===== src/iex_pkg.sv =====
// Purpose: Shared constants and types for the instruction exception unit
// Assumes: 32-bit addresses, long-word stack and vector accesses
// Notes: Vector numbers other than the trap's and the interrupt's are fixed here
package iex_pkg;
   localparam int unsigned ADDR_W = 32;
   localparam logic [7:0] VEC_ILLEGAL_GEN = 8'h04;
   localparam logic [7:0] VEC_ILLEGAL_SLOT = 8'h06;
   localparam logic [7:0] VEC_ADDR_ERR = 8'h09;
   localparam logic [31:0] STACK_STEP = 32'h0000_0004;
   localparam logic [1:0] ALIGN_ZERO = 2'h0;
   localparam int unsigned VEC_SHIFT = 2;

   // Decoded instruction classes
   typedef enum logic [3:0] {
      IEX_OTHER, IEX_REG_JUMP, IEX_REG_CALL, IEX_REL_JUMP, IEX_REL_CALL,
      IEX_SUB_RETURN, IEX_EXC_RETURN, IEX_COND_TRUE, IEX_COND_FALSE,
      IEX_TRAP, IEX_CTRL_SYS_XFER, IEX_UNDEFINED
   } iex_class_t;

   // Exception kinds being processed
   typedef enum logic [2:0] {
      IEX_K_TRAP, IEX_K_SLOT, IEX_K_GEN, IEX_K_ADDR, IEX_K_INT
   } iex_kind_t;
endpackage : iex_pkg


===== src/iex_bus_if.sv =====
// Purpose: Bus request bundle between sequencer and alignment checker
// Assumes: One outstanding long-word access at a time
// Notes: Checker only observes, never stalls
`timescale 1ns/1ps
`default_nettype none
interface iex_bus_if;
   logic req;
   logic wr;
   logic stack_acc;
   logic vec_acc;
   logic [31:0] addr;
   logic misalign;
   modport seq (output req, output wr, output stack_acc, output vec_acc, output addr, input misalign);
   modport chk (input req, input wr, input stack_acc, input vec_acc, input addr, output misalign);
endinterface : iex_bus_if
`default_nettype wire


===== src/iex_exc_unit.sv =====
// Purpose: Instruction exception sequencer: trap, illegal slot, illegal code
// Assumes: Decoder presents one instruction per dec_valid; bus answers with bus_done
// Notes: Stack pushes and vector read are long words; branch target given by pipeline
`timescale 1ns/1ps
`default_nettype none
module iex_exc_unit (
   input wire logic ref_clk,
   input wire logic sys_rst,
   input wire logic dec_valid,
   input wire iex_pkg::iex_class_t dec_class,
   input wire logic [7:0] dec_trap_vec,
   input wire logic [31:0] dec_instr_addr,
   input wire logic [31:0] dec_next_addr,
   input wire logic [31:0] branch_target,
   input wire logic [31:0] status_word,
   input wire logic [31:0] stack_pointer,
   input wire logic [31:0] vector_base,
   input wire logic addr_err_req,
   input wire logic cpu_idle,
   input wire logic int_req,
   input wire logic [7:0] int_vec,
   input wire logic bus_done,
   input wire logic [31:0] bus_rdata,
   output logic dec_stall,
   output logic bus_req,
   output logic bus_wr,
   output logic [31:0] bus_addr,
   output logic [31:0] bus_wdata,
   output logic new_pc_valid,
   output logic [31:0] new_pc,
   output logic [31:0] new_stack_pointer,
   output logic int_ack
);
   ////////////////////////////////////////////////////////////////////////////
   // Sequencer states
   ////////////////////////////////////////////////////////////////////////////

   // One state per long-word access; each holds its request until bus_done
   typedef enum logic [1:0] {
      IEX_ST_IDLE,
      IEX_ST_PUSH_STATUS,
      IEX_ST_PUSH_RETURN,
      IEX_ST_VEC_READ
   } iex_state_t;

   iex_state_t state_r;
   iex_state_t state_nxt;
   iex_pkg::iex_kind_t kind_r;
   iex_pkg::iex_kind_t kind_nxt;
   logic [31:0] ret_addr_r;
   logic [31:0] ret_addr_nxt;
   logic [7:0] vec_r;
   logic [7:0] vec_nxt;
   logic [31:0] sp_r;
   logic [31:0] sp_nxt;
   logic [31:0] vb_r;
   logic [31:0] vb_nxt;
   logic in_slot_r;
   logic in_slot_nxt;
   logic after_intdis_r;
   logic after_intdis_nxt;
   logic addr_pend_r;
   logic addr_pend_nxt;
   logic bus_req_nxt;
   logic bus_wr_nxt;
   logic [31:0] bus_addr_nxt;
   logic [31:0] bus_wdata_nxt;
   logic dec_stall_nxt;
   logic new_pc_valid_nxt;
   logic [31:0] new_pc_nxt;
   logic [31:0] new_stack_pointer_nxt;
   logic int_ack_nxt;

   ////////////////////////////////////////////////////////////////////////////
   // Alignment checker on the outgoing access
   ////////////////////////////////////////////////////////////////////////////

   iex_bus_if bus_u ();

   iex_align_chk chk_u (
      .bus(bus_u.chk)
   );

   // Checker sees the registered access exactly as the bus does
   assign bus_u.req = bus_req;
   assign bus_u.wr = bus_wr;
   assign bus_u.stack_acc = bus_req && (state_r == IEX_ST_PUSH_STATUS || state_r == IEX_ST_PUSH_RETURN);
   assign bus_u.vec_acc = bus_req && (state_r == IEX_ST_VEC_READ);
   assign bus_u.addr = bus_addr;

   ////////////////////////////////////////////////////////////////////////////
   // Instruction class decode
   ////////////////////////////////////////////////////////////////////////////

   // Delayed branches open a slot in which nothing may intervene
   wire logic is_delayed_w = (dec_class == iex_pkg::IEX_REG_JUMP) ||
                             (dec_class == iex_pkg::IEX_REG_CALL) ||
                             (dec_class == iex_pkg::IEX_REL_JUMP) ||
                             (dec_class == iex_pkg::IEX_REL_CALL) ||
                             (dec_class == iex_pkg::IEX_SUB_RETURN) ||
                             (dec_class == iex_pkg::IEX_EXC_RETURN);
   // Everything that rewrites the program counter is illegal in a slot
   wire logic is_flow_mod_w = is_delayed_w ||
                              (dec_class == iex_pkg::IEX_COND_TRUE) ||
                              (dec_class == iex_pkg::IEX_COND_FALSE) ||
                              (dec_class == iex_pkg::IEX_TRAP);
   wire logic is_undef_w = (dec_class == iex_pkg::IEX_UNDEFINED);
   wire logic is_trap_w = (dec_class == iex_pkg::IEX_TRAP);
   wire logic is_intdis_w = (dec_class == iex_pkg::IEX_CTRL_SYS_XFER);

   ////////////////////////////////////////////////////////////////////////////
   // Acceptance decisions at decode
   ////////////////////////////////////////////////////////////////////////////

   // Decoder must hold while dec_stall is up; only idle decodes are taken
   wire logic idle_w = (state_r == IEX_ST_IDLE);
   wire logic take_w = dec_valid && idle_w;
   wire logic slot_exc_w = take_w && in_slot_r && (is_flow_mod_w || is_undef_w);
   wire logic gen_exc_w = take_w && !in_slot_r && is_undef_w;
   wire logic trap_exc_w = take_w && !in_slot_r && is_trap_w;
   wire logic instr_exc_w = slot_exc_w || gen_exc_w || trap_exc_w;
   // Address error waits for the slot to pass and the core to drain
   wire logic addr_exc_w = take_w && !in_slot_r && !instr_exc_w && addr_pend_r && cpu_idle;
   // Interrupt refused in a slot and right after a disabling transfer
   wire logic int_exc_w = take_w && !in_slot_r && !after_intdis_r && !instr_exc_w && !addr_exc_w &&
                          int_req;
   wire logic start_w = instr_exc_w || addr_exc_w || int_exc_w;

   ////////////////////////////////////////////////////////////////////////////
   // Bus phase events and addresses
   ////////////////////////////////////////////////////////////////////////////

   wire logic done_w = bus_req && bus_done;
   wire logic status_done_w = done_w && (state_r == IEX_ST_PUSH_STATUS);
   wire logic return_done_w = done_w && (state_r == IEX_ST_PUSH_RETURN);
   wire logic last_w = done_w && (state_r == IEX_ST_VEC_READ);
   // Misaligned pushes still run; the fault is only remembered
   wire logic first_push_w = 1'b0;
   wire logic [31:0] status_addr_w = stack_pointer - iex_pkg::STACK_STEP;
   wire logic [31:0] return_addr_w = sp_r - iex_pkg::STACK_STEP - iex_pkg::STACK_STEP;
   wire logic [31:0] vec_addr_w = vb_r + ({{(iex_pkg::ADDR_W - 8){1'b0}}, vec_r} << iex_pkg::VEC_SHIFT);
   // Faults while stacking for an address error are dropped to avoid a loop
   wire logic access_fault_w = done_w && bus_u.misalign && (kind_r != iex_pkg::IEX_K_ADDR);

   ////////////////////////////////////////////////////////////////////////////
   // Context captured at acceptance
   ////////////////////////////////////////////////////////////////////////////

   assign kind_nxt = !start_w ? kind_r :
                     slot_exc_w ? iex_pkg::IEX_K_SLOT :
                     gen_exc_w ? iex_pkg::IEX_K_GEN :
                     trap_exc_w ? iex_pkg::IEX_K_TRAP :
                     addr_exc_w ? iex_pkg::IEX_K_ADDR : iex_pkg::IEX_K_INT;
   // Slot, general and address errors have fixed vectors; trap and interrupt take theirs from dec_trap_vec and int_vec
   assign vec_nxt = !start_w ? vec_r :
                    slot_exc_w ? iex_pkg::VEC_ILLEGAL_SLOT :
                    gen_exc_w ? iex_pkg::VEC_ILLEGAL_GEN :
                    trap_exc_w ? dec_trap_vec :
                    addr_exc_w ? iex_pkg::VEC_ADDR_ERR : int_vec;
   // Saved return: slot uses branch target, trap the next, others their own
   assign ret_addr_nxt = !start_w ? ret_addr_r :
                         slot_exc_w ? branch_target :
                         trap_exc_w ? dec_next_addr : dec_instr_addr;
   assign sp_nxt = start_w ? stack_pointer : sp_r;
   assign vb_nxt = start_w ? vector_base : vb_r;
   assign in_slot_nxt = take_w ? (is_delayed_w && !start_w) : in_slot_r;
   assign after_intdis_nxt = take_w ? (is_intdis_w && !start_w) : after_intdis_r;
   // Pending fault: a new fault wins over the clear in the same cycle
   assign addr_pend_nxt = addr_err_req || access_fault_w || (addr_pend_r && !addr_exc_w);

   ////////////////////////////////////////////////////////////////////////////
   // Output next values
   ////////////////////////////////////////////////////////////////////////////

   // Status first, then return address, then the vector read
   assign bus_req_nxt = start_w || (bus_req && !last_w);
   assign bus_wr_nxt = start_w || (bus_wr && !return_done_w);
   assign bus_addr_nxt = start_w ? status_addr_w :
                         status_done_w ? return_addr_w :
                         return_done_w ? vec_addr_w : bus_addr;
   assign bus_wdata_nxt = start_w ? status_word :
                          status_done_w ? ret_addr_r : bus_wdata;
   assign dec_stall_nxt = start_w || (dec_stall && !last_w);
   // Handler entered without a delay slot: new target in one strobe
   assign new_pc_valid_nxt = last_w;
   assign new_pc_nxt = last_w ? bus_rdata : new_pc;
   assign new_stack_pointer_nxt = last_w ? return_addr_w : new_stack_pointer;
   assign int_ack_nxt = int_exc_w;

   // Next state of the access sequence
   always_comb begin
      state_nxt = state_r;
      unique case (state_r)
         IEX_ST_IDLE: if (start_w) state_nxt = IEX_ST_PUSH_STATUS;
         IEX_ST_PUSH_STATUS: if (done_w) state_nxt = IEX_ST_PUSH_RETURN;
         IEX_ST_PUSH_RETURN: if (done_w) state_nxt = IEX_ST_VEC_READ;
         IEX_ST_VEC_READ: if (done_w) state_nxt = IEX_ST_IDLE;
      endcase
   end

   ////////////////////////////////////////////////////////////////////////////
   // Registers
   ////////////////////////////////////////////////////////////////////////////

   // Sequencer state and captured context
   always_ff @(posedge ref_clk) begin
      if (sys_rst) begin
         state_r <= IEX_ST_IDLE;
         kind_r <= iex_pkg::IEX_K_TRAP;
         vec_r <= '0;
         ret_addr_r <= '0;
         sp_r <= '0;
         vb_r <= '0;
      end else begin
         state_r <= state_nxt;
         kind_r <= kind_nxt;
         vec_r <= vec_nxt;
         ret_addr_r <= ret_addr_nxt;
         sp_r <= sp_nxt;
         vb_r <= vb_nxt;
      end
   end

   // Hold-off flags and the pending address error
   always_ff @(posedge ref_clk) begin
      if (sys_rst) begin
         in_slot_r <= 1'b0;
         after_intdis_r <= 1'b0;
         addr_pend_r <= 1'b0;
      end else begin
         in_slot_r <= in_slot_nxt;
         after_intdis_r <= after_intdis_nxt;
         addr_pend_r <= addr_pend_nxt;
      end
   end

   // Bus request outputs, all registered
   always_ff @(posedge ref_clk) begin
      if (sys_rst) begin
         bus_req <= 1'b0;
         bus_wr <= 1'b0;
         bus_addr <= '0;
         bus_wdata <= '0;
      end else begin
         bus_req <= bus_req_nxt;
         bus_wr <= bus_wr_nxt;
         bus_addr <= bus_addr_nxt;
         bus_wdata <= bus_wdata_nxt;
      end
   end

   // Pipeline-facing outputs, all registered
   always_ff @(posedge ref_clk) begin
      if (sys_rst) begin
         dec_stall <= 1'b0;
         new_pc_valid <= 1'b0;
         new_pc <= '0;
         new_stack_pointer <= '0;
         int_ack <= 1'b0;
      end else begin
         dec_stall <= dec_stall_nxt;
         new_pc_valid <= new_pc_valid_nxt;
         new_pc <= new_pc_nxt;
         new_stack_pointer <= new_stack_pointer_nxt;
         int_ack <= int_ack_nxt;
      end
   end

   ////////////////////////////////////////////////////////////////////////////
   // Assertions
   ////////////////////////////////////////////////////////////////////////////

   property p_slot_refuses_int;
      @(posedge ref_clk) disable iff (sys_rst)
      take_w && in_slot_r && int_req |=> !int_ack;
   endproperty
   a_slot_refuses_int: assert property (p_slot_refuses_int) else $error("interrupt taken in a delay slot");

   property p_intdis_refuses_int;
      @(posedge ref_clk) disable iff (sys_rst)
      take_w && after_intdis_r && int_req |=> !int_ack;
   endproperty
   a_intdis_refuses_int: assert property (p_intdis_refuses_int) else $error("interrupt after disabling");

   property p_slot_context;
      @(posedge ref_clk) disable iff (sys_rst)
      slot_exc_w |=> vec_r == iex_pkg::VEC_ILLEGAL_SLOT && ret_addr_r == $past(branch_target);
   endproperty
   a_slot_context: assert property (p_slot_context) else $error("slot exception context wrong");

   property p_gen_context;
      @(posedge ref_clk) disable iff (sys_rst)
      gen_exc_w |=> vec_r == iex_pkg::VEC_ILLEGAL_GEN && ret_addr_r == $past(dec_instr_addr);
   endproperty
   a_gen_context: assert property (p_gen_context) else $error("general illegal context wrong");

   property p_trap_context;
      @(posedge ref_clk) disable iff (sys_rst)
      trap_exc_w |=> vec_r == $past(dec_trap_vec) && ret_addr_r == $past(dec_next_addr);
   endproperty
   a_trap_context: assert property (p_trap_context) else $error("trap context wrong");

   property p_return_push_step;
      @(posedge ref_clk) disable iff (sys_rst)
      status_done_w |=> bus_req && bus_wr && bus_addr == $past(bus_addr) - iex_pkg::STACK_STEP;
   endproperty
   a_return_push_step: assert property (p_return_push_step) else $error("second push not one step down");

   property p_fault_pending;
      @(posedge ref_clk) disable iff (sys_rst)
      done_w && bus_u.misalign && kind_r != iex_pkg::IEX_K_ADDR |=> addr_pend_r;
   endproperty
   a_fault_pending: assert property (p_fault_pending) else $error("stacking fault not kept pending");

   property p_fault_ignored;
      @(posedge ref_clk) disable iff (sys_rst)
      done_w && bus_u.misalign && kind_r == iex_pkg::IEX_K_ADDR && !addr_pend_r && !addr_err_req |=> !addr_pend_r;
   endproperty
   a_fault_ignored: assert property (p_fault_ignored) else $error("fault during address error kept");

   // Main scenarios reached
   c_trap_taken: cover property (@(posedge ref_clk) disable iff (sys_rst) trap_exc_w);
   c_slot_taken: cover property (@(posedge ref_clk) disable iff (sys_rst) slot_exc_w);
   c_addr_taken: cover property (@(posedge ref_clk) disable iff (sys_rst) addr_exc_w);
   c_int_taken: cover property (@(posedge ref_clk) disable iff (sys_rst) int_exc_w);
endmodule : iex_exc_unit
`default_nettype wire


===== src/iex_align_chk.sv =====
// Purpose: Flags stack and vector accesses that are not long-word aligned
// Assumes: Address bits 1:0 give the long-word alignment
// Notes: Purely combinational; the access itself still runs
`timescale 1ns/1ps
`default_nettype none
module iex_align_chk (
   iex_bus_if.chk bus
);
   // Misaligned stack push or vector read
   wire low_bits_set = (bus.addr[1:0] != iex_pkg::ALIGN_ZERO);
   assign bus.misalign = bus.req && (bus.stack_acc || bus.vec_acc) && low_bits_set;
endmodule : iex_align_chk
`default_nettype wire


===== config.mk =====
export PLATFORM = sky130hd
export DESIGN_NAME = iex_exc_unit
export DESIGN_NICKNAME = d
export VERILOG_FILES = /design/src/iex_pkg.sv /design/src/iex_bus_if.sv /design/src/iex_exc_unit.sv /design/src/iex_align_chk.sv
export SDC_FILE = /design/constraint.sdc
export NUM_CORES = 1
export LEC_CHECK = 0
export ABC_AREA = 1
export ABC_CLOCK_PERIOD_IN_PS = 3750
export BUFFER_PORTS_ARGS = -buffer_cell sky130_fd_sc_hd__buf_2
export CAP_MARGIN = 25
export CORE_MARGIN = 3
export CORE_UTILIZATION = 42
export DETAILED_ROUTE_END_ITERATION = 7
export PLACE_DENSITY_LB_ADDON = 0.15
export SLEW_MARGIN = 10
export SYNTH_ARGS = -nofsm -noshare
export SYNTH_HDL_FRONTEND = slang
export SYNTH_SLANG_ARGS = --single-unit

===== constraint.sdc =====
create_clock -name ref_clk -period 3.75 [get_ports ref_clk]
set_clock_uncertainty 0.2 [all_clocks]
set_input_delay 0.5625 -clock ref_clk [delete_from_list [all_inputs] [get_ports ref_clk]]
set_output_delay 0.5625 -clock ref_clk [all_outputs]
set_load 0.02 [all_outputs]

==> impl_metrics.json, run 1 <==
{
  "slew_headroom": 0.463,
  "core_sq_um": 30700,
  "r2r_start": "state_r[0]",
  "reg2reg_depth": 16,
  "tns_ns": 0,
  "ys_seq_area_frac": 0.374,
  "fill_cells": 3232,
  "maxCapViolCount": 0,
  "drc": 0,
  "mappedNetlistArea_sq_um": 13100,
  "post-place-ws_ns": 0.819,
  "p_total_mw": 9.93,
  "min_path_type": "input port to register",
  "track_usage": 0.268,
  "totalWireLength_mm": 46.7,
  "required_ns": 3.99,
  "first_pass_iters": 6,
  "finalSetupViolCount": 0,
  "die_w_um": 183,
  "grt_antenna_before_repair": 5,
  "cts_buffer_depth": 3,
  "ioPinCount": 384,
  "min_period_over_period": 0.789,
  "hpwl_mm": 35.4,
  "portBuffers": 383,
  "synth_xor_area_frac": 0.0260,
  "instances_no_fill": 2790,
  "nets": 2637,
  "overflow": 0,
  "utilization": 0.528,
  "synth.mux.area_fraction": 0,
  "min_path_cells": 3,
  "crit_fanout": 53,
  "cts_tree": "done",
  "cts_setup_buffers": 0,
  "vias": 14399,
  "finalWorstSetupSlack_ns": 0.792,
  "post_drt_via_cell_ratio": 5.16,
  "placed_area_sq_um": 15300,
  "min_to": "new_pc[15]",
  "initial_utilization": 0.428,
  "ir_drop_mv": 0.383,
  "fmax_ghz": 0.338,
  "r2r_end": "bus_addr[14]",
  "cts-root-buf": "clkbuf_16",
  "cts_made_buffers": 29,
  "final_antenna_net_count": 0,
  "pwr-share-comb": 0.379,
  "cp.arrival_ns": 3.19,
  "ys_async_sr_fraction": 0,
  "drt_iter0_drc": 1010,
  "grt_use_met1": 0.336,
  "grt_busiest_layer": "met2",
  "rsz0062_at_grt": "no",
  "wl_per_cell_um": 16.7,
  "synth.distinct_cells": 35,
  "cts_resized": 0,
  "rrSetupSlack_ns": 0.79,
  "dp_cells": 2735,
  "multi_input_area_sq_um": 6970,
  "grt_util_met2": 0.473,
  "grt_pass1_vias": 13669,
  "fin_crit_ns": 2.96,
  "clkPwrFrac": 0.269,
  "synth.net_count": 2314,
  "synthCells": 2047,
  "synth_fa_ha_area_frac": 0.0158,
  "seq_area_sq_um": 4900,
  "worstMarginPinSlew_ns": 0.800,
  "fin_area_sq_um": 16200,
  "synth_edf_count": 0,
  "grt_max_degree": 106,
  "power.share.sequential": 0.352,
  "synth_ff_type": "dfxtp_1",
  "status": "finished clean",
  "p_int_mw": 5.85,
  "die_h_um": 183,
  "final_common_cell": "nand2_1",
  "layout_common_cells": "nand2_1, buf_2, nor2_1, dfxtp_1, nand3_1",
  "synth_top_family_by_area": "simple AND/OR/NAND/NOR gates",
  "hold_buffers": 0,
  "synthSimpleGateAreaFrac": 0.345,
  "slew_viol_final": 0,
  "report.final.hold_viol_count": 0,
  "power.density_nw_per_um2": 613,
  "yosysWarnings": 0,
  "avgSynthCellArea_sq_um": 6.41,
  "htreeDepth": 1,
  "crit_path_end_kind": "register",
  "switching_power_mw": 4.08,
  "switching_share": 0.411,
  "use_met3": 0.0448,
  "synth_compound_area_frac": 0.144,
  "timing.hold.ws_ns": 0.0406,
  "path_clk_slew_ns": 0.06,
  "ys_ff_latch": 245,
  "syn_to_final_growth_pct": 23.5,
  "rows": 64,
  "cellLeakagePower_nw": 8.30,
  "crit_type": "register to register",
  "die_area_sq_um": 33400,
  "cts.sinks": 245,
  "grt_pass1_wl_mm": 72.8,
  "place_congestion": 0.921,
  "startpoint_type": "register",
  "drive_gt1_frac": 0.196,
  "hp-start": "bus_rdata[15]",
  "worstSkewPairLatency_ns": 0.54
}
[how the worst max path moves through the flow]
stage                              end  depth (start not counted)        from  slack (ns)
after floorplan           bus_addr[20]                         15    vec_r[0]        1.33
after global placement    bus_addr[11]                         15   dec_valid        0.93
after detailed placement   bus_addr[2]                         16  state_r[0]        0.82
after CTS                  bus_addr[2]                         16  state_r[0]        0.79
after global routing      bus_addr[25]                         15  state_r[0]        0.56
final                     bus_addr[14]                         16  state_r[0]        0.79
[critical path, stage by stage, from the launching register on]
cell and delay, ns:
dfxtp_1 0.39, inv_1 0.10, ha_1 0.23, nand2_1 0.13, inv_2 0.07, nand2_2 0.08, nor2_2 0.05, buf_4 0.18
nor2_1 0.17, nand3_2 0.14, inv_2 0.10, nor2_4 0.05, nand3_2 0.05, buf_4 0.44, inv_2 0.23, a21oi_1 0.17
nor2_1 0.05
[synth_stat cells (4+ instances only)]
master / instances / area, sq um
or2_2: 4 / 25.0
o21ai_0: 144 / 721
buf_2: 35 / 175
xor2_1: 27 / 236
o21ai_1: 20 / 100
clkbuf_1: 64 / 240
buf_1: 6 / 22.5
buf_4: 7 / 52.6
nor3_1: 11 / 55.1
a31oi_1: 6 / 37.5
ha_1: 15 / 188
a21oi_1: 109 / 546
inv_1: 199 / 747
inv_2: 4 / 15.0
nand2_1: 524 / 1970
xnor2_1: 12 / 105
nor2_1: 286 / 1070
nand4_1: 18 / 113
o211ai_1: 49 / 368
nand3_1: 223 / 1120
dfxtp_1: 245 / 4900
nand3b_1: 9 / 67.6
o21bai_1: 10 / 75.1
[routing by layer]
metal / vias to the layer above / part of all wire
met5: - / 0.00045
met4: 4 / 0.028
met3: 73 / 0.065
met2: 473 / 0.49
met1: 6595 / 0.42
li1: 7254 / -
[flip-flops by register name, summed over array words and instances, names as in the netlist, 3 cells and up]
signal and flops:
bus_addr 32, bus_wdata 32, kind_r 3, new_pc 32, new_stack_pointer 32, ret_addr_r 32
sp_r 32, vb_r 32, vec_r 8
[cell families after synthesis]
logic type | count (synthesis)
AOI/OAI and AO/OA | 344
adders and majority gates | 16
buffers and inverters | 315
DFF | 245
xor gates and xnor gates | 39
and+or+nand+nor | 1088
[cell type report]
| cell class | instances | share of cell area |
|---|---|---|
| tap | 396 | 0.0306 |
| multi-input combinational | 1487 | 0.431 |
| timing repair buffer | 404 | 0.133 |
| sequential | 245 | 0.303 |
| antenna | 4 | 0.000618 |
| clock inverter | 8 | 0.00309 |
| inverter | 203 | 0.0472 |
| clock buffer | 43 | 0.0524 |
[power by group through the flow]
stage	clock, mW	sequential, mW	combinational [mW]
6_report	2.67	3.50	3.76
3_3_place_gp	0	3.54	3.72
3_5_place_dp	0	3.54	3.77
4_1_cts	2.73	3.49	3.79
5_1_grt	2.85	3.55	4.25
2_1_floorplan	0	3.65	2.38
Note: power is estimated with default switching activity, not from simulation.
==> run 2, diff against run 1 <==
- ABC_CLOCK_PERIOD_IN_PS: 3750 -> 3100
- clock period: 3.75 -> 3.1 ns (I/O delays scaled with it)
==> run 2 against run 1 <==
Effect of this change: clock power is 24% higher; core utilization is 2.0 points higher; sequential share of layout area is 1.1 points lower; first-iteration DRC count is 15% lower; setup slack worse by 0.48 ns; cell count is 2.2% higher; die area stayed put; flip-flop and latch count stayed put; via count is 1.6% higher; largest cell class unchanged; largest power group unchanged; highest routed layer unchanged.
==> impl_metrics.json, run 2 (same netlist as run 1, synthesis figures left out) <==
{
  "status": "finished clean",
  "path_clk_slew_ns": 0.06,
  "fin_crit_ns": 2.79,
  "hpwl_mm": 36.1,
  "place_congestion": 0.952,
  "cts_tree": "done",
  "die_w_um": 183,
  "cts_buffer_depth": 3,
  "initial_utilization": 0.428,
  "drive_gt1_frac": 0.194,
  "worstSkewPairLatency_ns": 0.54,
  "critPathMaxStageDelay_ns": 0.38,
  "grt_max_degree": 105,
  "report.final.hold_viol_count": 0,
  "die_h_um": 183,
  "drc": 0,
  "syn_to_final_growth_pct": 28.2,
  "portBuffers": 383,
  "worstMarginPinSlew_ns": 0.619,
  "crit_chain": "inv_1, ha_1, nand2_1, inv_2, nand2_2, nor2_1, nor2_1, nand3_1, nor2_4, buf_12, o21ai_0, nor2_1, nor2_1, nor2_1",
  "dp_cells": 2742,
  "startpoint_type": "register",
  "seq_area_sq_um": 4900,
  "tns_ns": 0,
  "crit_path_end_kind": "register",
  "min_path_type": "input port to register",
  "ioPinCount": 384,
  "rsz0062_at_grt": "no",
  "rows": 64,
  "maxCapViolCount": 0,
  "finalSetupViolCount": 0,
  "drt_iter0_drc": 860,
  "fill_cells": 3098,
  "cellLeakagePower_nw": 8.55,
  "required_ns": 3.37,
  "slew_headroom": 0.588,
  "cts.sinks": 245,
  "cts_made_buffers": 28,
  "fmax_ghz": 0.358,
  "crit_family": "simple AND/OR/NAND/NOR gates",
  "power.density_nw_per_um2": 727,
  "post_drt_via_cell_ratio": 5.13,
  "cp.arrival_ns": 3.06,
  "multi_input_area_sq_um": 6970,
  "cts_setup_buffers": 0,
  "crit_fanout": 104,
  "totalWireLength_mm": 48.0,
  "grt_antenna_before_repair": 7,
  "instances_no_fill": 2850,
  "slew_viol_final": 0,
  "worst-path-buf-inv": 3,
  "cts-root-buf": "clkbuf_16",
  "core_sq_um": 30700,
  "layout_common_cells": "nand2_1, buf_2, nor2_1, dfxtp_1, nand3_1",
  "grt_pass1_vias": 13775,
  "final_antenna_net_count": 0,
  "htreeDepth": 1,
  "wl_per_cell_um": 16.8,
  "vias": 14634,
  "cp_common_cell": "nor2_1",
  "crit_type": "register to register",
  "track_usage": 0.275,
  "die_area_sq_um": 33400,
  "min_period_over_period": 0.900,
  "nets": 2695,
  "grt_pass1_wl_mm": 74.0,
  "first_pass_iters": 5,
  "overflow": 0,
  "ir_drop_mv": 0.477,
  "cp_slowest_cell": "dfxtp_1",
  "final_common_cell": "nand2_1"
}
-- run 2: cell types whose count changed in the layout (fill, tap and decap cells not counted), sizes merged --
cell         before  now
dlygate4sd3       0   52
buf             404  411
clkbuf           43   40
clkinvlp          0    3
bufinv            0    2
clkinv            7    6
diode             4    5
inv             204  203
-- run 2: layout make-up --
cell class | instances | area share
diodes | 5 | 0.000744
clock buffers | 40 | 0.0480
clock inverters | 11 | 0.00670
inverters | 203 | 0.0455
multi-input cells | 1487 | 0.415
flip-flops and latches | 245 | 0.292
well taps | 396 | 0.0295
repair buffers | 463 | 0.163
-- run 2: through the flow --
| stage | util | hold WS, ns | setup slack, ns | power [mW] | instance area (sq um) |
|---|---|---|---|---|---|
| after floorplan | - | 0.206 | 0.678 | 7.29 | 13100 |
| after global placement | 0.501 | 0.222 | 0.436 | 8.86 | 15400 |
| after detailed placement | 0.501 | 0.229 | 0.281 | 8.91 | 15400 |
| after CTS | 0.548 | 0.000843 | 0.257 | 12.3 | 16800 |
| after global routing | 0.548 | 0.00993 | 0.0566 | 13.0 | 16800 |
| final | 0.548 | 0.0129 | 0.309 | 12.2 | 16800 |
-- run 2: worst register-to-register path, cell delays in order (launching register included) --
cell     delay (ns)
dfxtp_1        0.38
inv_1          0.10
ha_1           0.23
nand2_1        0.13
inv_2          0.07
nand2_2        0.08
nor2_1         0.07
nor2_1         0.16
nand3_1        0.14
nor2_4         0.22
buf_12         0.38
o21ai_0        0.21
nor2_1         0.16
nor2_1         0.08
nor2_1         0.09
-- run 2: where the power goes --
| group | total [mW] | switching [mW] | internal (mW) |
|---|---|---|---|
| Combinational | 4.68 | 3.15 | 1.54 |
| Clock | 3.31 | 1.34 | 1.97 |
| Sequential | 4.23 | 0.488 | 3.74 |
-- run 2: layer usage --
metal / global-route usage / share of wire / vias up
met1: 0.339 / 0.41 / 6671
met4: 0.0938 / 0.035 / 4
met2: 0.481 / 0.49 / 502
met5: 0 / 0.00044 / -
met3: 0.0510 / 0.067 / 89
li1: - / - / 7368
-- run 2: final timing paths --
kind         slack [ns]                   end  cells after the start       startpoint
max                0.31          bus_addr[25]                     14       state_r[0]
min                0.01              vb_r[21]                      3  vector_base[21]
max reg2reg        0.31          bus_addr[25]                     14       state_r[0]
min reg2reg        0.24  new_stack_pointer[3]                      1          sp_r[3]
-- run 2: repair_timing --
action	4_1_cts	5_1_grt
hold buffers	52	0
gates resized for setup	0	2
hold endpoints to repair	51	0
setup endpoints to repair	0	10
==> run 3, diff against run 2 <==
- CORE_UTILIZATION: 42 -> 50
==> run 3 against run 2 <==
Effect of this change: largest power group unchanged; die area is 15% lower; critical path type unchanged; sequential share of layout area is 0.089 points lower; the flow now finishes with violations (hold timing); cell count is 1.9% lower; register-to-register slack better by 0.04 ns; global-route usage is 5.1 points higher; first-iteration DRC count is 45% higher; flip-flop and latch count stayed put; count of clock-buffer cells in the layout is 1 lower; via count is 2.2% higher.
==> impl_metrics.json, run 3 (same netlist as run 1, synthesis figures left out) <==
{
  "crit_family": "simple AND/OR/NAND/NOR gates",
  "placed_area_sq_um": 15300,
  "nets": 2709,
  "crit_fanout": 7,
  "worst-path-buf-inv": 4,
  "path_clk_slew_ns": 0.06,
  "min_period_over_period": 0.888,
  "maxCapViolCount": 0,
  "vias": 14953,
  "final_common_cell": "nand2_1",
  "startpoint_type": "register",
  "worstSkewPairLatency_ns": 0.56,
  "fin_crit_ns": 2.75,
  "grt_max_degree": 68,
  "wl_per_cell_um": 17.2,
  "rows": 58,
  "cp.arrival_ns": 3.01,
  "timing.hold.ws_ns": -0.000359,
  "place_congestion": 0.948,
  "grt_pass1_vias": 14403,
  "cts_buffer_depth": 3,
  "violations": "hold timing",
  "layout_common_cells": "nand2_1, buf_2, nor2_1, dfxtp_1, nand3_1",
  "cts_made_buffers": 28,
  "die_h_um": 168,
  "cts_resized": 0,
  "cellLeakagePower_nw": 8.62,
  "multi_input_area_sq_um": 6970,
  "instances_no_fill": 2797,
  "report.final.hold_viol_count": 1,
  "first_pass_iters": 7,
  "slew_headroom": 0.480,
  "cts-root-buf": "clkbuf_16",
  "utilization": 0.662,
  "power.density_nw_per_um2": 724,
  "fin_area_sq_um": 16900,
  "p_total_mw": 12.2,
  "die_w_um": 168,
  "initial_utilization": 0.515,
  "cts_setup_buffers": 0,
  "drt_iter0_drc": 1243,
  "hold_buffers": 64,
  "fill_cells": 2399,
  "critPathMaxStageDelay_ns": 0.39,
  "drc": 0,
  "finalSetupViolCount": 0,
  "rsz0062_at_grt": "no",
  "slew_viol_final": 0,
  "grt_antenna_before_repair": 6,
  "core_sq_um": 25500,
  "overflow": 0,
  "worstMarginPinSlew_ns": 0.774,
  "min_path_type": "input port to register",
  "required_ns": 3.35,
  "drive_gt1_frac": 0.195,
  "track_usage": 0.325,
  "tns_ns": 0,
  "portBuffers": 383,
  "post_drt_via_cell_ratio": 5.35,
  "fmax_ghz": 0.363,
  "totalWireLength_mm": 48.0,
  "htreeDepth": 1,
  "cp_common_cell": "nand2_1",
  "seq_area_sq_um": 4900,
  "cp_slowest_cell": "fa_1",
  "finalWorstSetupSlack_ns": 0.346,
  "crit_chain": "ha_1, inv_1, fa_1, inv_1, nand2_1, o21ai_0, nand2_1, nand2_1, buf_4, nand2_1, nand2_1, nand3_1, nand3_1, nand3_1, nand2_1, inv_1",
  "syn_to_final_growth_pct": 28.6,
  "grt_pass1_wl_mm": 74.8,
  "final_antenna_net_count": 0,
  "status": "finished, violations left",
  "cts_tree": "done",
  "hpwl_mm": 35.4,
  "post-place-ws_ns": 0.416,
  "die_area_sq_um": 28200,
  "ir_drop_mv": 0.473,
  "cts.sinks": 245,
  "dp_cells": 2678,
  "ioPinCount": 384,
  "crit_path_end_kind": "register",
  "crit_type": "register to register"
}
run 3: final timing paths:
check | start | to | slack, ns | depth (start not counted)
setup / recovery | vec_r[0] | bus_addr[26] | 0.35 | 16
hold / removal | vector_base[11] | vb_r[11] | -0.0004 | 3
setup reg to reg | vec_r[0] | bus_addr[26] | 0.35 | 16
hold reg to reg | sp_r[3] | new_stack_pointer[3] | 0.25 | 1
run 3: cell type report:
type,count,area share
Antenna cell,5,0.000742
Sequential cell,245,0.291
Multi-Input combinational cell,1487,0.414
Timing Repair Buffer,477,0.171
Clock inverter,11,0.00660
Tap cell,330,0.0245
Clock buffer,39,0.0476
Inverter,203,0.0453
run 3: worst min-delay path: stages:
cell and delay (ns):
buf_2 0.08, o21ai_0 0.08, nor2_1 0.09
run 3: power by group:
part | internal, mW | total [mW] | switching (mW)
Clock | 1.89 | 3.26 | 1.37
Combinational | 1.58 | 4.73 | 3.16
Sequential | 3.74 | 4.22 | 0.474
Total | 7.21 | 12.2 | 5.00
run 3: routing by layer:
layer | vias to the layer above | share of wire | track usage
li1 | 7406 | - | -
met1 | 6826 | 0.40 | 0.396
met2 | 584 | 0.48 | 0.571
met3 | 135 | 0.064 | 0.0505
met4 | 2 | 0.049 | 0.138
met5 | - | 0.00015 | 0
